**src/logic/stp_pkg.sv**
```systemverilog
// Shared constants and types of the stepper control/status byte block
package stp_pkg;

	// ****************************************
	// Widths
	// ****************************************
	localparam int BYTE_W = 8;
	localparam int DATA_W = 16;
	localparam int REGNO_W = 6;
	localparam int ANGLE_W = 3;
	localparam int MODE_W = 2;
	localparam int TEMP_W = 8;
	localparam int REG_COUNT = 64;

	// ****************************************
	// Control byte fields
	// ****************************************
	localparam int CB_ENABLE = 0;
	localparam int CB_EHALT = 1;
	localparam int CB_START = 2;
	localparam int CB_REDCUR = 3;
	localparam int CB_ALAUNCH = 4;
	localparam int CB_AHALT = 5;
	localparam int CB_ERRCLR = 6;
	localparam int CB_RW = 6;
	localparam int CB_REGSEL = 7;

	// ****************************************
	// Status byte fields
	// ****************************************
	localparam int SB_READY = 0;
	localparam int SB_ANGLE_LO = 1;
	localparam int SB_IDLE = 4;
	localparam int SB_WARN = 5;
	localparam int SB_ERROR = 6;
	localparam int SB_REGACK = 7;

	// ****************************************
	// Configuration register numbers
	// ****************************************
	localparam logic [5:0] REG_REDCUR = 6'h2D;    // 45
	localparam logic [5:0] REG_ANGLE_THR = 6'h2F; // 47
	localparam logic [5:0] REG_EDECEL = 6'h32;    // 50

	// Warning temperature in degrees Celsius
	localparam logic [7:0] TEMP_WARN_C = 8'h50;   // 80

	// ****************************************
	// Operating modes
	// ****************************************
	localparam logic [1:0] MODE_VEL_DIRECT = 2'h0;
	localparam logic [1:0] MODE_VEL_RAMP = 2'h1;
	localparam logic [1:0] MODE_POS_TRACK = 2'h2;
	localparam logic [1:0] MODE_PATH = 2'h3;

	// ****************************************
	// Reset values
	// ****************************************
	localparam logic [7:0] STATUS_RST = 8'h00;
	localparam logic [7:0] CTRL_RST = 8'h00;
	localparam logic [15:0] DATA_RST = 16'h0000;
	localparam logic [15:0] CFG_RST = 16'h0000;

	// Byte exchange sequencer
	typedef enum logic [2:0] {
		ST_PROC = 3'b001,
		ST_ACC = 3'b010,
		ST_ACK = 3'b100
	} stp_state_e;

endpackage

```
**src/logic/stp_cfg_regs.sv**
```systemverilog
// Configuration register array of the stepper terminal
`timescale 1ns/1ps
module stp_cfg_regs (
	input wire logic clk_in,
	input wire logic rst_n_in,
	input wire logic clk_en_in,
	input wire logic wr_en_in,
	input wire logic [stp_pkg::REGNO_W-1:0] addr_in,
	input wire logic [stp_pkg::DATA_W-1:0] wdata_in,
	output logic [stp_pkg::DATA_W-1:0] rdata_out,
	output logic [stp_pkg::DATA_W-1:0] reduced_current_out,
	output logic [stp_pkg::DATA_W-1:0] angle_threshold_out,
	output logic [stp_pkg::DATA_W-1:0] emerg_decel_out
);
	import stp_pkg::*;

	typedef struct packed {
		logic [REG_COUNT-1:0][DATA_W-1:0] mem;
		logic [DATA_W-1:0] rdata;
	} stp_cfg_s;

	stp_cfg_s cur;
	stp_cfg_s next_cur;

	// Read first, read returns the old word
	always_comb begin
		next_cur = cur;
		if (wr_en_in) begin
			next_cur.mem[addr_in] = wdata_in;
		end
		next_cur.rdata = cur.mem[addr_in];
	end

	// Whole array resets to one value
	always_ff @(posedge clk_in or negedge rst_n_in) begin
		if (!rst_n_in) begin
			cur <= {(REG_COUNT + 1){CFG_RST}};
		end else if (clk_en_in) begin
			cur <= next_cur;
		end
	end

	// Taps feeding the motor core
	assign rdata_out = cur.rdata;
	assign reduced_current_out = cur.mem[REG_REDCUR];
	assign angle_threshold_out = cur.mem[REG_ANGLE_THR];
	assign emerg_decel_out = cur.mem[REG_EDECEL];
endmodule

```
**src/logic/stp_status_byte.sv**
```systemverilog
// Control byte decoder and status byte builder of the stepper terminal
//
// Notes on behaviour
// - Control bit 7 low selects process data mode; other bits are commands.
// - In process data mode status bit 7 reads zero.
// - Rising edge of control bit 6 clears every latched error.
// - Control bit 5 enables auto stop, except in position tracking.
// - Control bit 4 enables auto start, only in path control.
// - Control bit 3 applies reduced standstill current from register 45.
// - In path control, control bit 2 starts or stops the motion command.
// - In path control, bit 1 rising edge halts with register 50 deceleration.
// - Bit 0 enables control; status bit 0 is enable and no error.
// - Status bit 6 is one while an error is present.
// - Status bit 5 warns above 80 C or load angle over register 47.
// - Status bit 4 is one when no instruction is in progress.
// - Status bits 3 to 1 carry the three-bit load angle.
// - Terminal acknowledges a register access with status bit 7 high.
// - Status bits 5 to 0 echo the register number accessed.
// - Control and status bytes are always present in the image.
`timescale 1ns/1ps
module stp_status_byte (
	input wire logic clk_in,
	input wire logic rst_n_in,
	input wire logic clk_en_in,
	input wire logic [stp_pkg::BYTE_W-1:0] motion_control_byte_in,
	input wire logic [stp_pkg::DATA_W-1:0] output_data_word_in,
	input wire logic [stp_pkg::MODE_W-1:0] operating_mode_in,
	input wire logic error_event_in,
	input wire logic motor_running_in,
	input wire logic [stp_pkg::TEMP_W-1:0] die_temperature_in,
	input wire logic [stp_pkg::ANGLE_W-1:0] load_angle_field_in,
	input wire logic [stp_pkg::DATA_W-1:0] actual_position_in,
	output logic [stp_pkg::BYTE_W-1:0] terminal_status_byte_out,
	output logic [stp_pkg::DATA_W-1:0] input_data_word_out,
	output logic motor_enable_out,
	output logic reduced_current_out,
	output logic automatic_halt_enable_out,
	output logic automatic_launch_enable_out,
	output logic motion_start_out,
	output logic emergency_halt_request_out,
	output logic errors_cleared_out,
	output logic [stp_pkg::DATA_W-1:0] reduced_current_setting_out,
	output logic [stp_pkg::DATA_W-1:0] emergency_deceleration_setting_out
);
	import stp_pkg::*;

	// ****************************************
	// Helpers
	// ****************************************

	// Path control gates start, launch and halt
	function automatic logic is_path(input logic [MODE_W-1:0] m);
		is_path = (m == MODE_PATH);
	endfunction

	// Auto stop is meaningless while tracking a set position
	function automatic logic is_track(input logic [MODE_W-1:0] m);
		is_track = (m == MODE_POS_TRACK);
	endfunction

	// ****************************************
	// State
	// ****************************************
	typedef struct packed {
		stp_state_e st;
		logic [BYTE_W-1:0] ctrl_q;
		logic err;
		logic en;
		logic red;
		logic ahalt;
		logic alaunch;
		logic start;
		logic ehalt;
		logic clr;
		logic rw;
		logic [REGNO_W-1:0] regno;
		logic [BYTE_W-1:0] status;
		logic [DATA_W-1:0] data;
	} stp_top_s;

	stp_top_s cur;
	stp_top_s next_cur;

	logic proc_mode;
	logic path_mode;
	logic clr_edge;
	logic halt_edge;
	logic warn;
	logic cfg_wr;
	logic new_req;
	logic [DATA_W-1:0] cfg_rdata;
	logic [DATA_W-1:0] angle_thr;
	logic [DATA_W-1:0] angle_wide;

	// ****************************************
	// Configuration registers
	// ****************************************
	stp_cfg_regs u_cfg (
		.clk_in(clk_in),
		.rst_n_in(rst_n_in),
		.clk_en_in(clk_en_in),
		.wr_en_in(cfg_wr),
		.addr_in(cur.regno),
		.wdata_in(output_data_word_in),
		.rdata_out(cfg_rdata),
		.reduced_current_out(reduced_current_setting_out),
		.angle_threshold_out(angle_thr),
		.emerg_decel_out(emergency_deceleration_setting_out)
	);

	// Decoded views of the incoming control byte
	assign proc_mode = !motion_control_byte_in[CB_REGSEL];
	assign path_mode = is_path(operating_mode_in);
	assign clr_edge = motion_control_byte_in[CB_ERRCLR]
		&& !cur.ctrl_q[CB_ERRCLR];
	assign halt_edge = motion_control_byte_in[CB_EHALT]
		&& !cur.ctrl_q[CB_EHALT];
	assign new_req = motion_control_byte_in[CB_RW:0]
		!= {cur.rw, cur.regno};

	// Load angle widened to compare against a full register word
	assign angle_wide = {{(DATA_W - ANGLE_W){1'b0}}, load_angle_field_in};

	// Warning from either heat or mechanical load
	assign warn = (die_temperature_in > TEMP_WARN_C)
		|| (angle_wide > angle_thr);

	// ****************************************
	// Next state
	// ****************************************

	// Sequencer, command decode and status assembly
	always_comb begin
		next_cur = cur;
		cfg_wr = 1'b0;
		next_cur.ehalt = 1'b0;
		next_cur.clr = 1'b0;

		// Register access handshake
		unique case (cur.st)
			ST_PROC: begin
				if (!proc_mode) begin
					next_cur.st = ST_ACC;
					next_cur.rw = motion_control_byte_in[CB_RW];
					next_cur.regno = motion_control_byte_in[REGNO_W-1:0];
				end
			end
			ST_ACC: begin
				cfg_wr = cur.rw;
				next_cur.st = ST_ACK;
			end
			ST_ACK: begin
				if (proc_mode) begin
					next_cur.st = ST_PROC;
				end else if (new_req) begin
					// A changed request starts a fresh access
					next_cur.st = ST_ACC;
					next_cur.rw = motion_control_byte_in[CB_RW];
					next_cur.regno = motion_control_byte_in[REGNO_W-1:0];
				end
			end
			default: begin
				next_cur.st = ST_PROC;
			end
		endcase

		// Commands only mean something in process data layout;
		// in register layout the last level commands are held, the halt and clear pulses drop
		if (proc_mode) begin
			next_cur.ctrl_q = motion_control_byte_in;
			next_cur.en = motion_control_byte_in[CB_ENABLE];
			next_cur.red = motion_control_byte_in[CB_REDCUR];
			next_cur.ahalt = motion_control_byte_in[CB_AHALT]
				&& !is_track(operating_mode_in);
			next_cur.alaunch = motion_control_byte_in[CB_ALAUNCH]
				&& path_mode;
			next_cur.start = motion_control_byte_in[CB_START]
				&& path_mode;
			next_cur.ehalt = halt_edge && path_mode;
			next_cur.clr = clr_edge;
		end

		// New error wins over a clear in the same cycle
		next_cur.err = error_event_in
			|| (cur.err && !next_cur.clr);

		// Status and input word follow the active layout
		if (cur.st == ST_ACK) begin
			next_cur.status = {1'b1, cur.rw, cur.regno};
			next_cur.data = cfg_rdata;
		end else if (cur.st == ST_PROC) begin
			next_cur.status[SB_REGACK] = 1'b0;
			next_cur.status[SB_ERROR] = next_cur.err;
			next_cur.status[SB_WARN] = warn;
			next_cur.status[SB_IDLE] = !motor_running_in
				&& !next_cur.start;
			next_cur.status[SB_IDLE-1:SB_ANGLE_LO] =
				load_angle_field_in;
			next_cur.status[SB_READY] = next_cur.en
				&& !next_cur.err;
			next_cur.data = actual_position_in;
		end
	end

	// ****************************************
	// Registers
	// ****************************************

	// Clock enable freezes everything, including pulses
	always_ff @(posedge clk_in or negedge rst_n_in) begin
		if (!rst_n_in) begin
			cur.st <= ST_PROC;
			cur.ctrl_q <= CTRL_RST;
			cur.err <= 1'b0;
			cur.en <= 1'b0;
			cur.red <= 1'b0;
			cur.ahalt <= 1'b0;
			cur.alaunch <= 1'b0;
			cur.start <= 1'b0;
			cur.ehalt <= 1'b0;
			cur.clr <= 1'b0;
			cur.rw <= 1'b0;
			cur.regno <= '0;
			cur.status <= STATUS_RST;
			cur.data <= DATA_RST;
		end else if (clk_en_in) begin
			cur <= next_cur;
		end
	end

	// ****************************************
	// Outputs
	// ****************************************

	// Full image is always presented, never a compact one
	assign terminal_status_byte_out = cur.status;
	assign input_data_word_out = cur.data;
	assign motor_enable_out = cur.en;
	assign reduced_current_out = cur.red;
	assign automatic_halt_enable_out = cur.ahalt;
	assign automatic_launch_enable_out = cur.alaunch;
	assign motion_start_out = cur.start;
	assign emergency_halt_request_out = cur.ehalt;
	assign errors_cleared_out = cur.clr;

	// ****************************************
	// Checks
	// ****************************************

	// Helper views for the checks
	stp_state_e st_now;
	logic [REGNO_W-1:0] regno_q;
	assign st_now = cur.st;
	assign regno_q = cur.regno;
endmodule

```
**config.mk**
```make
export PLATFORM = sky130hd
export DESIGN_NAME = stp_status_byte
export DESIGN_NICKNAME = d
export VERILOG_FILES = /design/src/logic/stp_pkg.sv /design/src/logic/stp_cfg_regs.sv /design/src/logic/stp_status_byte.sv
export SDC_FILE = /design/constraint.sdc
export NUM_CORES = 2
export LEC_CHECK = 0
export BUFFER_PORTS_ARGS = -buffer_cell sky130_fd_sc_hd__buf_2
export CORE_ASPECT_RATIO = 1.2
export CORE_MARGIN = 2
export CORE_UTILIZATION = 50
export DETAILED_ROUTE_END_ITERATION = 8
export PLACE_DENSITY = 0.68
export SYNTH_ARGS = -nofsm -noshare
export SYNTH_HDL_FRONTEND = slang
export SYNTH_SLANG_ARGS = --single-unit
```
**constraint.sdc**
```tcl
create_clock -name clk_in -period 6.2 [get_ports clk_in]
set_clock_uncertainty 0.2 [all_clocks]
set_input_delay 0.93 -clock clk_in [delete_from_list [all_inputs] [get_ports clk_in]]
set_output_delay 0.93 -clock clk_in [all_outputs]
set_load 0.05 [all_outputs]
```
==> flow_metrics.tcl <==
set metrics [dict create \
    power.total_mw 20.62 \
    ios 121 \
    drc 0 \
    drive_gt1_frac 0.4611 \
    cts_tree "done" \
    port_buffers 120 \
    grt_antenna_before_repair 9 \
    synth_xor_area_frac 0.001221 \
    r2r-end "u_cfg.cur[662]" \
    final_antenna_net_count 0 \
    gr-total-overflow 0 \
    post_cts_buffers 0 \
    synth_seq_cells 1084 \
    die_w_um 293.3 \
    finalCoreUtilization 0.5491 \
    grt_pass1_wl_um 223400 \
    cts_made_buffers 105 \
    gp_congestion 0.9170 \
    rrSetupSlack_ps 1900 \
    ir_drop_v 0.0004004 \
    seq_power_share 0.401 \
    internal_power_mw 13.25 \
    async_flop_share 1.000 \
    drv_cap 0 \
    drv_slew 1 \
    status "finished, violations left" \
    r2r_start "regno_q[2]" \
    critPathCapture "u_cfg.cur[662]" \
    tightest_slew_ps 1590 \
    synthToLayoutAreaGrowth_pct 9.111 \
    synth_area_um2 50220 \
    combPwrFrac 0.282 \
    seq_area_frac_synth 0.5401 \
    p_switching_mw 7.370 \
    cts_hold_buf 0 \
    setup_tns_ps 0 \
    period_minus_slack_ps 4303 \
    finalNetCount 3620 \
    slew_headroom -0.06014 \
    synthSimpleGateAreaFrac 0.03087 \
    grt_usage 0.2941 \
    busiest_layer "met2" \
    critPathLaunchType "register" \
    cts_resized 0 \
    clock-root-buffer "clkbuf_16" \
    synth-adder-area-share 0.0007474 \
    synth_top_area_share 0.5396 \
    initial_core_util 0.5033 \
    synth_nets 3678 \
    initialDrtViolationCount 3253 \
    synth_mux_area_frac 0.3104 \
    fmax_ghz 0.2324 \
    critical_path_class "register to register" \
    powerDensity_nw_per_um2 376.4 \
    finalHoldViolCount 0 \
    fillCellCount 8201 \
    synth_compound_area_frac 0.07315 \
    syn_area_per_cell_um2 13.88 \
    clock_path_buffers 3 \
    htree_levels 3 \
    cp_data_arrival_time_ps 4670 \
    grtUsageMet2 0.4560 \
    rr_worst_depth 4 \
    crit_start "regno_q[2]" \
    clk_pin_slew_ps 60 \
    core_um2 99790 \
    routed_wl_um 150700 \
    die-area_um2 103000 \
    cellLeakagePower_nw 26.19 \
    post-route-period-util 0.6940 \
    synth_cell_types 75 \
    use_met3 0.05604 \
    grt_max_degree 140 \
    swShare 0.3574 \
    vias 31940 \
    crit_path_max_fanout 40 \
    yosys_warnings 0 \
    wl_per_cell_um 30.57 \
    die_h_um 351.2 \
    dr.pass1.iters 6 \
    grt_pass1_vias 32480 \
    min_path_type "primary input to asynchronous set/reset pin" \
    clk_latency_ps 690 \
    dp_hpwl_um 90220 \
    cts.sinks 1084 \
    yosys-top-cells-area "dfrtp_1 (54%), mux2_2 (25%), mux4_2 (3.5%)" \
    rsz0062_at_grt "false" \
    violations "max-slew violations" \
    synth_flop_cell "dfrtp_1" \
    synthCells 3617 \
    synth_largest_area_cell "dfrtp_1" \
    synth_top_family_by_area "multiplexers" \
    viasPerCell 6.479 \
    grt_util_met1 0.3965 \
    finalSetupViolCount 0 \
    end_kind "register" \
    required_ps 6570 \
    pwr-share-clk 0.317 \
    synth_edf_count 0 \
    fp-row-count 127 \
]
==> worst max-delay path, stage by stage, from the launching register on <==
cell     delay, ps
dfrtp_4        730
inv_2          700
nand2_1        810
nor2_2        1220
mux2_2         430
==> kinds of logic after synthesis <==
kind of cell	Yosys count
adders and majority gates	3
xor gates and xnor gates	7
DFF	1084
buffers and inverters	400
AOI/OAI and AO/OA	496
muxes	1315
and+or+nand+nor	312
==> metal layers <==
| layer | wire [um] | part of all wire |
|---|---|---|
| met3 | 11830 | 0.078 |
| met5 | 58 | 0.00038 |
| met4 | 8533 | 0.057 |
| met1 | 62240 | 0.41 |
| met2 | 68040 | 0.45 |
==> cell type report <==
cell class                      count  area (um2)  share of cell area
Antenna cell                        1       2.502          0.00004567
Clock buffer                      162        3239             0.05911
Clock inverter                     25       266.5            0.004863
Inverter                           12       47.55           0.0008677
Multi-Input combinational cell   2133       20970              0.3826
Sequential cell                  1084       27140              0.4952
Tap cell                         1290        1614             0.02945
Timing Repair Buffer              223        1521             0.02777
==> flip-flops by register name, indices dropped and copies added (netlist names), 3 cells and up <==
name                       cells
input_data_word_out           16
u_cfg.reduced_current_out     16
terminal_status_byte_out       8
u_cfg.cur                    976
st_now                         3
u_cfg.rdata_out               16
regno_q                        6
u_cfg.angle_threshold_out     16
cur                            5
u_cfg.emerg_decel_out         16
==> metrics by stage <==
stage	instances	setup WS (ps)	cell area (um2)	hold WS [ps]
floorplan	3617	3675	50220	251.0
global placement	4742	1890	51290	256.0
detailed placement	4742	1800	51290	265.9
CTS	4929	2061	54800	102.3
global route	4929	1939	54800	109.4
finish	4930	1897	54800	39.46
==> power groups by stage <==
stage	clock, mW	sequential, mW	combinational (mW)
after floorplan	0	8.06	3.78
after global placement	0	8.35	5.65
after detailed placement	0	8.37	5.68
after CTS	6.62	8.24	5.70
after global routing	6.90	8.33	5.98
final	6.54	8.26	5.82
==> cell usage after synthesis (4+ instances only) <==
| master | instances |
|---|---|
| o22a_1 | 9 |
| mux4_2 | 79 |
| o22ai_1 | 37 |
| nor2_2 | 63 |
| or2_2 | 4 |
| nand3_1 | 13 |
| dfrtp_1 | 1083 |
| and2_1 | 6 |
| clkbuf_1 | 141 |
| o211ai_1 | 6 |
| nand2_2 | 10 |
| buf_6 | 9 |
| inv_1 | 10 |
| o2111ai_1 | 6 |
| nor2b_1 | 8 |
| mux2_2 | 1111 |
| buf_1 | 29 |
| mux2i_1 | 121 |
| nor3_1 | 6 |
| and3_1 | 4 |
| a211oi_1 | 5 |
| xor2_1 | 6 |
| nand2_1 | 94 |
| a22oi_1 | 71 |
| o21ai_0 | 79 |
| buf_4 | 140 |
| a222oi_1 | 5 |
| nand2b_1 | 6 |
| buf_2 | 69 |
| o32a_1 | 7 |
| a22o_1 | 20 |
| a31oi_1 | 9 |
| a21oi_1 | 52 |
| a221o_1 | 20 |
| o221ai_1 | 18 |
| o2bb2ai_1 | 13 |
| a221oi_1 | 111 |
| nor2_1 | 74 |
==> how the worst min path moves through the flow <==
stage / from / to / slack [ps] / cells past startpoint
floorplan: input_data_word_out[0] / input_data_word_out[0] / 250 / 2
CTS: rst_n_in / u_cfg.cur[878] / 100 / 1
detailed placement: input_data_word_out[0] / input_data_word_out[0] / 270 / 2
finish: rst_n_in / u_cfg.cur[878] / 40 / 1
global route: rst_n_in / u_cfg.cur[910] / 110 / 1
global placement: input_data_word_out[2] / input_data_word_out[2] / 260 / 2
==> layout by cell type, fill, tap and decap left out, types with 71 or more instances in the layout <==
| master | instances |
|---|---|
| mux2i_1 | 121 |
| nor2_1 | 71 |
| a22oi_1 | 71 |
| mux4_2 | 79 |
| nand2_1 | 94 |
| dfrtp_1 | 1080 |
| buf_2 | 119 |
| clkbuf_16 | 111 |
| mux2_2 | 1111 |
| buf_4 | 92 |
| o21ai_0 | 79 |
| a221oi_1 | 111 |
(Power assumes the default switching activity.)
